<file path="src/core/irq_wdog_consts.svh">
// constants of the interrupt aggregation and watchdog unit
// assumes one 50 MHz clock and byte-wide registers at their own addresses
// Behaviour
// mode 00 float idle, low active; 01 high
// mode 10 drive low/high; 11 high/low
// monitor bit sets on masked source event
// clearing mask keeps monitor bit set
// pin active while any monitor bit set
// all monitor bits readable at once; the code reads them one byte per address in the monitor bank
// clear bank write-one clears matching monitor bit
// host clears each serviced monitor bit
// clear-all register bit clears all monitors
// clear-all pin function clears all monitors
// events only on source state change
// 16-bit ms period, zero disables watchdog
// enabled watchdog times out every period
// timeout is source; 32-cycle pin pulse
// restart register bit restarts watchdog period
// restart pin function restarts watchdog period
// lowest-index pin wins for shared function
// config top bit zero means input function
// prescaler makes ms tick; counter reloads
// set wins over simultaneous clear
`ifndef IRQ_WDOG_CONSTS_SVH
`define IRQ_WDOG_CONSTS_SVH

`define ADDR_MODE 16'h0208
`define ADDR_MASK 16'h0209
`define ADDR_WDOG_LO 16'h0211
`define ADDR_WDOG_HI 16'h0212
`define ADDR_RSTF 16'h0a03
`define ADDR_CLR 16'h0a04
`define ADDR_MON 16'h0d02
`define BANK_BYTES 16'h0008
`define RSTF_WDOG_BIT 0
`define RSTF_IRQ_BIT 1
`define MF_DIR_BIT 7
`define MF_IN_WDOG_RST 7'h03
`define MF_IN_IRQ_RST 7'h04
`define MF_OUT_ONE 7'h01
`define MF_OUT_WDOG 7'h03
`define WDOG_SRC_BIT 0
`define WDOG_PULSE_CYC 6'h20
`define CLK_PERIOD_NS 20
`define WDOG_TICK_NS 1000000
`define WDOG_MS_CYCLES (`WDOG_TICK_NS / `CLK_PERIOD_NS)

`endif

</file>
<file path="src/core/irq_wdog_pkg.sv">
// types of the interrupt aggregation and watchdog unit
// assumes nothing of its surroundings
package irq_wdog_pkg;
   typedef logic [63:0] irq_vec_t;
   typedef enum logic [1:0]
   {
      MODE_OD_LOW = 2'b00,
      MODE_OD_HIGH = 2'b01,
      MODE_PP_HIGH = 2'b10,
      MODE_PP_LOW = 2'b11
   } irq_mode_e;
endpackage

</file>
<file path="src/core/wdog_timer.sv">
// millisecond watchdog timer with timeout pulse stretcher
// assumes restart is a one-cycle pulse in the clk domain
`timescale 1ns/1ps
`include "irq_wdog_consts.svh"
module wdog_timer #(
   parameter int unsigned MS_CYCLES = `WDOG_MS_CYCLES
)(
   input wire logic clk,
   input wire logic srst,
   input wire logic [15:0] period,
   input wire logic restart,
   output logic timeout,
   output logic pulse_out
);
   logic [15:0] presc_reg;
   logic [15:0] ms_reg;
   logic [5:0] pulse_reg;
   logic off;
   logic tick;
   logic hit;
   assign off = (period == 16'h0000);
   assign tick = (presc_reg == 16'(MS_CYCLES - 1));
   assign hit = tick && (ms_reg == period - 16'h0001);
   assign pulse_out = (pulse_reg != 6'h00);

   always_ff @(posedge clk)
   begin
      if (srst || restart || off || tick)
         presc_reg <= 16'h0000;
      else
         presc_reg <= presc_reg + 16'h0001;
   end

   always_ff @(posedge clk)
   begin
      if (srst || restart || off || hit)
         ms_reg <= 16'h0000;
      else if (tick)
         ms_reg <= ms_reg + 16'h0001;
   end

   always_ff @(posedge clk)
   begin
      if (srst)
         timeout <= 1'b0;
      else
         timeout <= hit && !restart && !off;
   end

   always_ff @(posedge clk)
   begin
      if (srst)
         pulse_reg <= 6'h00;
      else if (timeout)
         pulse_reg <= `WDOG_PULSE_CYC;
      else if (pulse_reg != 6'h00)
         pulse_reg <= pulse_reg - 6'h01;
   end
endmodule

</file>
<file path="src/core/irq_and_watchdog_unit.sv">
// interrupt monitor bank, interrupt pin driver, pin functions, watchdog
// assumes byte register port and pins synchronous to CLK
`timescale 1ns/1ps
`include "irq_wdog_consts.svh"
module irq_and_watchdog_unit #(
   parameter int unsigned MS_CYCLES = `WDOG_MS_CYCLES
)(
   input wire logic CLK,
   input wire logic SRST,
   input wire logic [15:0] REG_ADDR,
   input wire logic REG_WR,
   input wire logic [7:0] REG_WDATA,
   input wire logic REG_RD,
   output logic [7:0] REG_RDATA,
   input wire irq_wdog_pkg::irq_vec_t SRC_STATE,
   input wire logic [63:0] MULTI_FUNCTION_CFG,
   input wire logic [7:0] MULTI_FUNCTION_PINS_IN,
   output logic [7:0] MULTI_FUNCTION_PINS_OUT,
   output logic [7:0] MULTI_FUNCTION_PINS_OE_N,
   output logic IRQ_OUT,
   output logic IRQ_OE_N
);
   import irq_wdog_pkg::*;

   irq_mode_e mode_reg;
   irq_vec_t mask_reg;
   irq_vec_t mon_reg;
   irq_vec_t mon_next;
   irq_vec_t src_prev_reg;
   irq_vec_t src_evt;
   irq_vec_t set_vec;
   irq_vec_t clr_vec;
   logic [15:0] period_reg;
   logic primed_reg;
   logic wrst_pin_reg;
   logic irst_pin_reg;
   logic [3:0] wrst_sel;
   logic [3:0] irst_sel;
   logic wrst_lvl;
   logic irst_lvl;
   logic rstf_wr;
   logic wdog_restart;
   logic clr_all;
   logic wdog_timeout;
   logic wdog_pulse;
   logic irq_any;
   logic [7:0] rd_next;

   // byte address inside an eight-byte bank
   function automatic logic in_bank(input logic [15:0] a, input logic [15:0] base);
      return (a >= base) && (a < base + `BANK_BYTES);
   endfunction

   // bit offset of a byte inside a bank
   function automatic logic [5:0] bank_bit(input logic [15:0] a, input logic [15:0] base);
      logic [15:0] d;
      d = a - base;
      return {d[2:0], 3'h0};
   endfunction

   // lowest-index input pin configured for a function
   function automatic logic [3:0] pin_pick(input logic [63:0] cfg, input logic [6:0] code);
      logic [3:0] sel;
      sel = 4'h0;
      for (int i = 7; i >= 0; i--)
      begin
         if (!cfg[8 * i + `MF_DIR_BIT] && (cfg[8 * i +: 7] == code))
            sel = {1'b1, 3'(i)};
      end
      return sel;
   endfunction

   // whether the pin shows the active level in a mode
   function automatic logic pin_active(input irq_mode_e m, input logic o, input logic oe_n);
      logic act;
      act = 1'b0;
      case (m)
         MODE_OD_LOW: act = !oe_n && !o;
         MODE_OD_HIGH: act = !oe_n && o;
         MODE_PP_HIGH: act = o;
         MODE_PP_LOW: act = !o;
         default: act = 1'b0;
      endcase
      return act;
   endfunction

   wdog_timer #(
      .MS_CYCLES(MS_CYCLES)
   ) u_wdog (
      .clk(CLK),
      .srst(SRST),
      .period(period_reg),
      .restart(wdog_restart),
      .timeout(wdog_timeout),
      .pulse_out(wdog_pulse)
   );

   // register port decode
   assign rstf_wr = REG_WR && (REG_ADDR == `ADDR_RSTF);

   always_comb
   begin
      clr_vec = '0;
      if (REG_WR && in_bank(REG_ADDR, `ADDR_CLR))
         clr_vec = irq_vec_t'(REG_WDATA) << bank_bit(REG_ADDR, `ADDR_CLR);
   end

   always_ff @(posedge CLK)
   begin
      if (SRST)
         mode_reg <= MODE_OD_LOW;
      else if (REG_WR && (REG_ADDR == `ADDR_MODE))
         mode_reg <= irq_mode_e'(REG_WDATA[1:0]);
   end

   always_ff @(posedge CLK)
   begin
      if (SRST)
         mask_reg <= '0;
      else if (REG_WR && in_bank(REG_ADDR, `ADDR_MASK))
         mask_reg[bank_bit(REG_ADDR, `ADDR_MASK) +: 8] <= REG_WDATA;
   end

   always_ff @(posedge CLK)
   begin
      if (SRST)
         period_reg <= 16'h0000;
      else if (REG_WR && (REG_ADDR == `ADDR_WDOG_LO))
         period_reg[7:0] <= REG_WDATA;
      else if (REG_WR && (REG_ADDR == `ADDR_WDOG_HI))
         period_reg[15:8] <= REG_WDATA;
   end

   // pin functions, acting on the rising edge of the chosen pin
   assign wrst_sel = pin_pick(MULTI_FUNCTION_CFG, `MF_IN_WDOG_RST);
   assign irst_sel = pin_pick(MULTI_FUNCTION_CFG, `MF_IN_IRQ_RST);
   assign wrst_lvl = wrst_sel[3] && MULTI_FUNCTION_PINS_IN[wrst_sel[2:0]];
   assign irst_lvl = irst_sel[3] && MULTI_FUNCTION_PINS_IN[irst_sel[2:0]];

   always_ff @(posedge CLK)
   begin
      if (SRST)
      begin
         wrst_pin_reg <= 1'b0;
         irst_pin_reg <= 1'b0;
      end
      else
      begin
         wrst_pin_reg <= wrst_lvl;
         irst_pin_reg <= irst_lvl;
      end
   end

   assign wdog_restart = (rstf_wr && REG_WDATA[`RSTF_WDOG_BIT])
      || (wrst_lvl && !wrst_pin_reg);
   assign clr_all = (rstf_wr && REG_WDATA[`RSTF_IRQ_BIT])
      || (irst_lvl && !irst_pin_reg);

   // change detection on the sources
   always_ff @(posedge CLK)
   begin
      if (SRST)
      begin
         src_prev_reg <= '0;
         primed_reg <= 1'b0;
      end
      else
      begin
         src_prev_reg <= SRC_STATE;
         primed_reg <= 1'b1;
      end
   end

   always_comb
   begin
      src_evt = '0;
      if (primed_reg)
         src_evt = SRC_STATE ^ src_prev_reg;
      src_evt[`WDOG_SRC_BIT] = wdog_timeout;
   end

   assign set_vec = src_evt & mask_reg;

   // monitor bank
   always_comb
   begin
      if (clr_all)
         mon_next = set_vec;
      else
         mon_next = (mon_reg & ~clr_vec) | set_vec;
   end

   always_ff @(posedge CLK)
   begin
      if (SRST)
         mon_reg <= '0;
      else
         mon_reg <= mon_next;
   end

   assign irq_any = |mon_reg;

   // interrupt pin driver
   always_ff @(posedge CLK)
   begin
      if (SRST)
      begin
         IRQ_OUT <= 1'b0;
         IRQ_OE_N <= 1'b1;
      end
      else
      begin
         case (mode_reg)
            MODE_OD_LOW:
            begin
               IRQ_OUT <= 1'b0;
               IRQ_OE_N <= !irq_any;
            end
            MODE_OD_HIGH:
            begin
               IRQ_OUT <= 1'b1;
               IRQ_OE_N <= !irq_any;
            end
            MODE_PP_HIGH:
            begin
               IRQ_OUT <= irq_any;
               IRQ_OE_N <= 1'b0;
            end
            MODE_PP_LOW:
            begin
               IRQ_OUT <= !irq_any;
               IRQ_OE_N <= 1'b0;
            end
            default:
            begin
               IRQ_OUT <= 1'b0;
               IRQ_OE_N <= 1'b1;
            end
         endcase
      end
   end

   // multifunction pin outputs
   always_ff @(posedge CLK)
   begin
      if (SRST)
      begin
         MULTI_FUNCTION_PINS_OUT <= 8'h00;
         MULTI_FUNCTION_PINS_OE_N <= 8'hff;
      end
      else
      begin
         for (int i = 0; i < 8; i++)
         begin
            MULTI_FUNCTION_PINS_OE_N[i] <= !MULTI_FUNCTION_CFG[8 * i + `MF_DIR_BIT];
            MULTI_FUNCTION_PINS_OUT[i] <= MULTI_FUNCTION_CFG[8 * i + `MF_DIR_BIT]
               && (((MULTI_FUNCTION_CFG[8 * i +: 7] == `MF_OUT_WDOG) && wdog_pulse)
               || (MULTI_FUNCTION_CFG[8 * i +: 7] == `MF_OUT_ONE));
         end
      end
   end

   // register read path
   always_comb
   begin
      rd_next = 8'h00;
      if (REG_ADDR == `ADDR_MODE)
         rd_next = {6'h00, mode_reg};
      else if (in_bank(REG_ADDR, `ADDR_MASK))
         rd_next = mask_reg[bank_bit(REG_ADDR, `ADDR_MASK) +: 8];
      else if (REG_ADDR == `ADDR_WDOG_LO)
         rd_next = period_reg[7:0];
      else if (REG_ADDR == `ADDR_WDOG_HI)
         rd_next = period_reg[15:8];
      else if (in_bank(REG_ADDR, `ADDR_MON))
         rd_next = mon_reg[bank_bit(REG_ADDR, `ADDR_MON) +: 8];
   end

   always_ff @(posedge CLK)
   begin
      if (SRST)
         REG_RDATA <= 8'h00;
      else if (REG_RD)
         REG_RDATA <= rd_next;
   end
endmodule

</file>
<file path="config.mk">
export PLATFORM = sky130hd
export DESIGN_NAME = irq_and_watchdog_unit
export DESIGN_NICKNAME = d
export VERILOG_FILES = /design/src/core/irq_wdog_pkg.sv /design/src/core/wdog_timer.sv /design/src/core/irq_and_watchdog_unit.sv
export VERILOG_INCLUDE_DIRS = /design/src /design/src/core
export SDC_FILE = /design/constraint.sdc
export NUM_CORES = 1
export LEC_CHECK = 0
export BUFFER_PORTS_ARGS = -buffer_cell sky130_fd_sc_hd__buf_2
export CORE_AREA = 3 3 216 133
export CTS_BUF_LIST = sky130_fd_sc_hd__clkbuf_16
export DETAILED_ROUTE_END_ITERATION = 7
export DIE_AREA = 0 0 219 136
export PLACE_DENSITY = 0.82
export SETUP_SLACK_MARGIN = 0.5
export SLEW_MARGIN = 10
export SYNTH_ARGS = -nofsm -noshare
export SYNTH_HDL_FRONTEND = slang
export SYNTH_SLANG_ARGS = --single-unit
export TNS_END_PERCENT = 1
</file>
<file path="constraint.sdc">
create_clock -name CLK -period 5.8 [get_ports CLK]
set_input_delay 0 -clock CLK [delete_from_list [all_inputs] [get_ports CLK]]
set_output_delay 0 -clock CLK [all_outputs]
set_load 0.01 [all_outputs]
</file>
Word level (Yosys, flattened, before mapping)
Index checks and enable logic that the tools add are counted.
- flip-flop bits (word level): 278
- bits of input ports: 164
- output and inout bits: 26
- word-level logic and storage cells: 199
- add/subtract/negate cells: 8
- order comparisons: 8
- equal/unequal tests: 33
- shift operators: 5
- muxes and demuxes: 34
- bitwise logic cells: 6
- reduce and logical (&&, ||, !) cells: 86
- operators by type and width (cell ; number):
    2-to-1 mux 64 bit ; 3
    bitwise AND 64 bit ; 2
    indexed part select 64 x 7 -> 8 bit ; 2
    bitwise mux 64 bit ; 1
    2-to-1 mux 4 bit ; 16
    inverter 64 bit ; 1
    OR 64 bit ; 1
    OR reduction 64 bit ; 1
    variable shift 8 x 8 -> 64 bit, first input constant ; 1
    indexed part select 8 x 8 -> 64 bit ; 1
    left shift 8 x 6 -> 64 bit ; 1
    XOR 64 bit ; 1
    equality test 7 x 1 -> 1 bit, second input constant ; 8
    equality test 7 x 2 -> 1 bit, second input constant ; 8
    equality test 7 x 3 -> 1 bit, second input constant ; 8
    logical AND 1 bit ; 50
    equality test 16 x 10 -> 1 bit, second input constant ; 3
    2-to-1 mux 8 bit ; 5
    adder 16 x 1 -> 16 bit, second input constant ; 2
    >= comparator 16 x 12 -> 1 bit, second input constant ; 2
    less-than comparator 16 x 12 -> 1 bit, second input constant ; 2
    equality test 16 x 12 -> 1 bit, second input constant ; 1
    equality test 16 bit ; 1
    equality test 16 bit, second input constant ; 1
    other kinds (25) ; 58

Depth between registers and ports, before layout
Gate-level depths: netlist of the first run.
- depth after elaboration: 18
- gate-level depth with buffers: 14
- mapped depth without buffers: 10

Hierarchy
Synthesis of the first run repeated with hierarchy kept, for this count alone.
- cells, all modules: 1504
- area total of the unflattened synthesis: 13391.6 um^2
- modules (own cells, without submodules) (module ; instances ; cells each ; area each (um^2) ; seq. area each (um^2)):
    irq_and_watchdog_unit ; 1 ; 1209 ; 11031.8 ; 4764.6
    wdog_timer ; 1 ; 295 ; 2359.8 ; 780.7

Least setup slack after synthesis of the first run
OpenSTA, ideal clock, no wires.
- path type: input -> register
- start point: in REG_ADDR[1]
- end point: reg mask_reg[38]
- library setup time: 0.065 ns
- data arrival time: 3.585 ns
- data required time: 5.735 ns
- slack: 2.150 ns
- stages on the path: 14
- path buffers: 4
- path through: clkbuf_1 > clkbuf_1 > inv_1 > ha_1 > xor2_1 > inv_1 > ha_1 > nand2b_1 > or4_1 > clkbuf_1 > clkbuf_1 > nor3_1 > a21oi_1 > nor2_1
- longest elaborated chain between the ends: 4
- elaborated cells on any way between the ends: 9
- those cells by class: add/sub (2); order compare (2); shift (2); mux (1); reduce/logical (2)
- RTL lines (item ; line ; source):
    start: declaration ; irq_and_watchdog_unit.sv:10 ; input wire logic [15:0] REG_ADDR,
    subtractor 3 x 1 -> 3 bit ; irq_and_watchdog_unit.sv:57 ; d = a - base;
    negator 6 -> 8 bit ; irq_and_watchdog_unit.sv:121 ; mask_reg[bank_bit(REG_ADDR, `ADDR_MASK) +: 8] <= REG_WDATA;
    indexed part select 8 x 8 -> 64 bit or variable shift 8 x 8 -> 64 bit (tied branches) ; irq_and_watchdog_unit.sv:121 ;
    bitwise mux 64 bit ; irq_and_watchdog_unit.sv:121 ;
    end signal: assignment ; irq_and_watchdog_unit.sv:119 ; mask_reg <= '0;
    end signal: indexed assignment ; irq_and_watchdog_unit.sv:121 ;
    end: declaration ; irq_and_watchdog_unit.sv:26 ; irq_vec_t mask_reg;
Several ways; a longest one is shown, not always the timed one.
A chain may end at the register's enable or synchronous reset.

Worst setup path after layout of the first run
- start point: reg u_wdog.presc_reg[0]
- end point: reg u_wdog.timeout
- longest elaborated chain between the ends: 4
- RTL lines (item ; line ; source):
    start: declaration ; wdog_timer.sv:15 ; logic [15:0] presc_reg;
    start signal: assignment ; wdog_timer.sv:31 ; presc_reg <= presc_reg + 16'h0001;
    equality test 16 bit ; wdog_timer.sv:22 ; assign tick = (presc_reg == 16'(MS_CYCLES - 1));
    logical AND 1 bit ; wdog_timer.sv:23 ; assign hit = tick && (ms_reg == period - 16'h0001);
    logical AND 1 bit (2 in series) ; wdog_timer.sv:47 ; timeout <= hit && !restart && !off;
    end signal: assignment ; wdog_timer.sv:47 ;
    end: declaration ; wdog_timer.sv:12 ; output logic timeout,
No other way between the ends.

==> results of run 1 <==
==> cells by family (layout without fill, tap and decap cells) <==
group,Yosys count,in the layout
AOI/OAI and AO/OA,291,291
DFF,277,277
adders and majority gates,13,13
and+or+nand+nor,653,653
buffers and inverters,102,358
muxes,68,68
other,0,1
xor gates and xnor gates,120,120
==> stage by stage <==
stage,setup WS [ns],utilization
6_report,1.80,0.615
5_1_grt,1.54,0.615
4_1_cts,1.83,0.615
3_5_place_dp,1.86,0.546
3_3_place_gp,2.09,0.546
2_1_floorplan,2.15,-
==> path summary, 6_finish.rpt <==
check        cells after the start                        end  slack [ns]                      startpoint
max                             10  u_wdog.timeout$_SDFF_PP0_        1.80  u_wdog.presc_reg[0]$_SDFF_PP0_
min                              6  REG_RDATA[1]$_SDFFE_PP0P_        0.02                     REG_ADDR[4]
max reg2reg                     10  u_wdog.timeout$_SDFF_PP0_        1.80  u_wdog.presc_reg[0]$_SDFF_PP0_
min reg2reg                      2  mask_reg[63]$_SDFFE_PP0P_        0.47       mask_reg[63]$_SDFFE_PP0P_
==> where the power goes <==
group	switching, mW	internal (mW)
Clock	0.750	0.926
Combinational	0.298	0.203
Sequential	0.0270	1.95
Total	1.07	3.08
==> cells in the mapped netlist (3+ instances only) <==
| cell | number |
|---|---|
| or4_1 | 6 |
| nand3_1 | 98 |
| or4b_2 | 4 |
| nor2_1 | 98 |
| nand4b_1 | 3 |
| mux2_2 | 8 |
| nor3_1 | 34 |
| xor2_1 | 93 |
| o211ai_1 | 49 |
| a31oi_1 | 7 |
| mux4_2 | 32 |
| a211oi_1 | 5 |
| buf_2 | 4 |
| nor2b_1 | 74 |
| nand4_1 | 15 |
| or3_1 | 5 |
| buf_1 | 8 |
| dfxtp_1 | 277 |
| mux2i_1 | 28 |
| or4_4 | 4 |
| clkbuf_1 | 67 |
| nand2_1 | 195 |
| nand2b_1 | 6 |
| and2_1 | 10 |
| o21ai_0 | 75 |
| or4_2 | 5 |
| or2b_2 | 6 |
| and3_1 | 6 |
| xnor2_1 | 27 |
| or2_2 | 6 |
| inv_1 | 13 |
| ha_1 | 13 |
| a32o_1 | 3 |
| buf_6 | 9 |
| a21oi_1 | 93 |
| a2111oi_0 | 3 |
| nor4_1 | 57 |
| o31ai_1 | 34 |
| nor3b_1 | 5 |
| nand3b_1 | 3 |
==> layout make-up <==
class                      count  share of cell area
timing repair buffer         300               0.125
multi-input combinational   1145               0.456
clock inverter                17             0.00796
clock buffer                  27              0.0413
sequential                   277               0.339
tap                          360              0.0275
antenna                        1            0.000153
inverter                      14             0.00321
==> worst reg2reg max path, cell delays in order, from the launching register on <==
cell and delay [ns]:
dfxtp_1 0.38, ha_1 0.23, and3_1 0.25, nand2_1 0.09
nor4_2 0.55, buf_4 0.29, nand3_1 0.09, a2111oi_0 0.55
nand4_1 0.18, a211oi_2 0.97, nor3b_1 0.34
==> layer usage <==
metal / wire (um) / global-route usage / vias up
li1: - / - / 5951
met1: 18800 / 0.414 / 6209
met2: 18500 / 0.417 / 946
met3: 7680 / 0.140 / 108
met4: 1180 / 0.0719 / 2
met5: 90 / 0.0233 / -
==> flow_summary.ini, run 1 <==
[detailed_routing]
wl_per_cell_um = 21.6
dr.pass1.iters = 7
drtIter0Drc = 1858
vias = 13200
drcViolationCount = 0
routed_wirelength_mm = 46.3
ant_nets = 0
via_per_inst = 6.17

[synth]
synth_top_family_by_area = simple AND/OR/NAND/NOR gates
synth-xor-area-share = 0.0782
ys.flop_type = dfxtp_1
syn_nets = 1701
yosysTopAreaCell = dfxtp_1
synthTopCellsByArea = dfxtp_1 (41%), xor2_1 (6.1%), nand2_1 (5.4%)
yosys_register_bits = 277
async_reset_ff_frac = 0
synth-edff-count = 0
synthMuxAreaShare = 0.0812
synthAdderAreaFrac = 0.0121
synth-simple-area-share = 0.247
yosys_warnings = 0
syn_avg_cell_area_sq_um = 8.81
synth_compound_area_frac = 0.134
synth.top_cell.area_share = 0.413
syn_area_sq_mm = 0.0134
synth_cell_types = 68
synth_cells = 1524
synth-seq-area-share = 0.413

[sta]
maxSlewHeadroom = 0.182
hold_viol_final = 0
rsz0062_at_grt = no
setup-violations-final = 0
fin_crit_sh = 0.689
worst_clock_skew_ns = 0.0270
tightest_slew_ns = 1.22
slew_viol_final = 0
whs_ns = 0.0195
fin_crit_ns = 4.00
tns_ns = 0
fmax_mhz = 250

[global_routing]
grt_start_max_net_pins = 86
grt_pass1_wl_mm = 69.5
grt_pass1_vias = 12500
overflow = 0
grt_usage = 0.299
antenna_found_initial = 0

[floorplanning]
initial_utilization = 0.505
num_rows = 46
pin_count = 190
die_area_sq_mm = 0.0298
fp.dieW_um = 219
die-height_um = 136
core_area_sq_mm = 0.0266

[cts]
cts_hold_repair.buffers = 102
cts_resized = 0
cts.path.max_buffers = 3
cts_tree = done
clock_latency_ns = 0.56
clkTransAtPathRegs_ns = 0.07
numCtsBuffers = 26
htreeDepth = 1
cts_setup_buffers = 0
cts_root_buffer = clkbuf_16
clock_sinks = 277

[layout]
fin_nets = 1941
seqCellArea_sq_mm = 0.00555
stdcell_area_sq_mm = 0.0164
drive_above_1_share = 0.176
final_cell_mix = dfxtp_1 (277), nand2_1 (195), buf_2 (187)
fin_cells = 2141
multi_input_area_sq_mm = 0.00746
fill_cells = 2203
syn_to_final_growth_pct = 21.8
mostFrequentLayoutCell = dfxtp_1

[hold_path]
hold_class = primary input to register

[power_and_ir_drop]
irDropWorstVdd_v = 0.000220
p_total_mw = 4.15
leakagePower_nw = 6.19
power_density_mw_per_mm2 = 254

[place]
dp.cells = 1994
globalplace.congestion = 0.988
hpwl_mm = 32.7
place.port_buffers = 188
placed_cell_area_sq_mm = 0.0145

[setup_path]
path_cells = ha_1, and3_1, nand2_1, nor4_2, buf_4, nand3_1, a2111oi_0, nand4_1, a211oi_2, nor3b_1
crit_path_max_incr_delay_ns = 0.97
cp_max_fo = 17
start_kind = register
path_delay_family = compound AO/OA/AOI/OAI gates
critical_path_class = register to register
setup.worst_path.end_class = register
critPathBufInv = 1
cp.required_ns = 6.26
critical-path-slowest-cell = a211oi_2
arrival_ns = 4.45

[status]
status = finished, final reports clean

[flow_run]
max-cap-violations = 0
No activity file was read; power rests on OpenSTA's default activity.
==> inputs of run 2 (changes only) <==
==> constraint.sdc (replaced) <==
create_clock -name CLK -period 4 [get_ports CLK]
set_input_delay 0 -clock CLK [delete_from_list [all_inputs] [get_ports CLK]]
set_output_delay 0 -clock CLK [all_outputs]
set_load 0.01 [all_outputs]
==> flow_summary.ini, run 2 (synthesized netlist as in run 1, its figures left out) <==
[status]
status = finished, final reports clean

[setup_path]
cp_max_fo = 12
start_kind = register
crit_path_max_incr_delay_ns = 0.65
critPathLaunch = u_wdog.presc_reg[0]$_SDFF_PP0_
rr_startpoint = u_wdog.presc_reg[0]$_SDFF_PP0_
critical_path_class = register to register
worstReg2RegEnd = u_wdog.ms_reg[2]$_SDFFE_PP0P_
critical-path-slowest-cell = a2111oi_0
cp.required_ns = 4.42
reg2reg_depth = 10
path_delay_family = compound AO/OA/AOI/OAI gates
r2r_slack_ns = 0.75
setup.worst_path.end_class = register
path_cells = ha_1, and3_1, nand2_1, nor4_2, nand3_1, a2111oi_0, nand4_1, a211oi_2, buf_4, nor4_1
arrival_ns = 3.67
critPathBufInv = 1

[detailed_routing]
ant_nets = 0
via_per_inst = 6.14
dr.pass1.iters = 8
routed_wirelength_mm = 47.1
drtIter0Drc = 1825
vias = 13400
wl_per_cell_um = 21.6
drcViolationCount = 0

[flow_run]
max-cap-violations = 0

[global_routing]
grt_start_max_net_pins = 103
grt_pass1_wl_mm = 70.6
overflow = 0
antenna_found_initial = 1
grt_usage = 0.304
grt_pass1_vias = 12500

[hold_path]
min_from = MULTI_FUNCTION_PINS_IN[4]
whs_endpoint = wrst_pin_reg$_SDFF_PP0_
hold_class = primary input to register
hold_depth = 6

[sta]
fin_crit_sh = 0.813
hold_viol_final = 0
fmax_mhz = 308
maxSlewHeadroom = 0.140
tightest_slew_ns = 1.28
setup-violations-final = 0
tns_ns = 0
worst_clock_skew_ns = 0.0209
rsz0062_at_grt = no
fin_crit_ns = 3.25
slew_viol_final = 0

[cts]
htreeDepth = 1
cts_root_buffer = clkbuf_16
clock_sinks = 277
clock_latency_ns = 0.56
cts_setup_buffers = 0
clkTransAtPathRegs_ns = 0.06
cts_hold_repair.buffers = 131
numCtsBuffers = 26
cts_resized = 0
cts_tree = done
cts.path.max_buffers = 3

[place]
globalplace.congestion = 1.04
place.port_buffers = 188
hpwl_mm = 32.8

[power_and_ir_drop]
power_density_mw_per_mm2 = 360
leakagePower_nw = 6.38
irDropWorstVdd_v = 0.000285
p_total_mw = 6.02

[layout]
syn_to_final_growth_pct = 24.4
fin_nets = 1977
final_cell_mix = dfxtp_1 (277), nand2_1 (195), buf_2 (187)
mostFrequentLayoutCell = dfxtp_1
drive_above_1_share = 0.177

[floorplanning]
fp.dieW_um = 219
pin_count = 190
num_rows = 46
die_area_sq_mm = 0.0298
die-height_um = 136
core_area_sq_mm = 0.0266
initial_utilization = 0.505
run 2: cell count changes in the layout (fill, tap and decap cells not counted), sizes merged:
| cell | previous run | this run |
|---|---|---|
| clkinv | 11 | 12 |
| dlygate4sd3 | 102 | 131 |
| diode | 1 | 3 |
| clkinvlp | 2 | 3 |
| buf | 198 | 205 |
| bufinv | 2 | 1 |
| inv | 16 | 17 |
run 2: worst reg2reg max path, delay by kind of cell, from the launching register on:
kind / cells / cell delay, ns
simple gates: 6 / 1.07
buf+inv: 1 / 0.29
fa+ha+maj: 1 / 0.23
flops: 1 / 0.37
compound gates: 2 / 1.15
run 2: stage by stage:
stage / util / cell area, sq um / instances / setup slack (ns) / hold WS, ns
after floorplan: - / 13400 / 1524 / 0.553 / 0.0754
after global placement: 0.549 / 14600 / 2001 / 0.939 / 0.201
after detailed placement: 0.549 / 14600 / 2001 / 0.776 / 0.207
after CTS: 0.628 / 16700 / 2178 / 0.925 / 0.0174
after global routing: 0.628 / 16700 / 2179 / 0.587 / 0.0665
final: 0.628 / 16700 / 2181 / 0.749 / 0.0204
run 2: worst max-delay path by stage:
| stage | endpoint | cells after the start |
|---|---|---|
| floorplan | mask_reg[38]$_SDFFE_PP0P_ | 14 |
| global placement | u_wdog.ms_reg[1]$_SDFFE_PP0P_ | 10 |
| detailed placement | u_wdog.presc_reg[8]$_SDFF_PP0_ | 10 |
| CTS | u_wdog.ms_reg[2]$_SDFFE_PP0P_ | 10 |
| global route | u_wdog.ms_reg[1]$_SDFFE_PP0P_ | 10 |
| finish | u_wdog.ms_reg[2]$_SDFFE_PP0P_ | 10 |
run 2: cell type report:
| cell class | count | area [sq um] |
|---|---|---|
| timing repair buffer | 336 | 2390 |
| antenna | 3 | 7.51 |
| tap | 360 | 450 |
| sequential | 277 | 5550 |
| clock inverter | 19 | 124 |
| inverter | 14 | 52.6 |
| multi-input combinational | 1145 | 7460 |
| fill | 2219 | 9880 |
| clock buffer | 27 | 676 |
run 2: report_power, final:
| group | switching, mW | internal, mW |
|---|---|---|
| logic | 0.441 | 0.313 |
| clock network | 1.11 | 1.29 |
| registers | 0.0399 | 2.83 |
run 2: per-layer routing:
metal	GRT usage	wire [um]	share of wire	up-vias
met2	0.416	18700	0.40	975
li1	-	-	-	6034
met5	0	84	0.0018	-
met1	0.428	19100	0.41	6252
met4	0.0780	1290	0.027	2
met3	0.142	7930	0.17	135
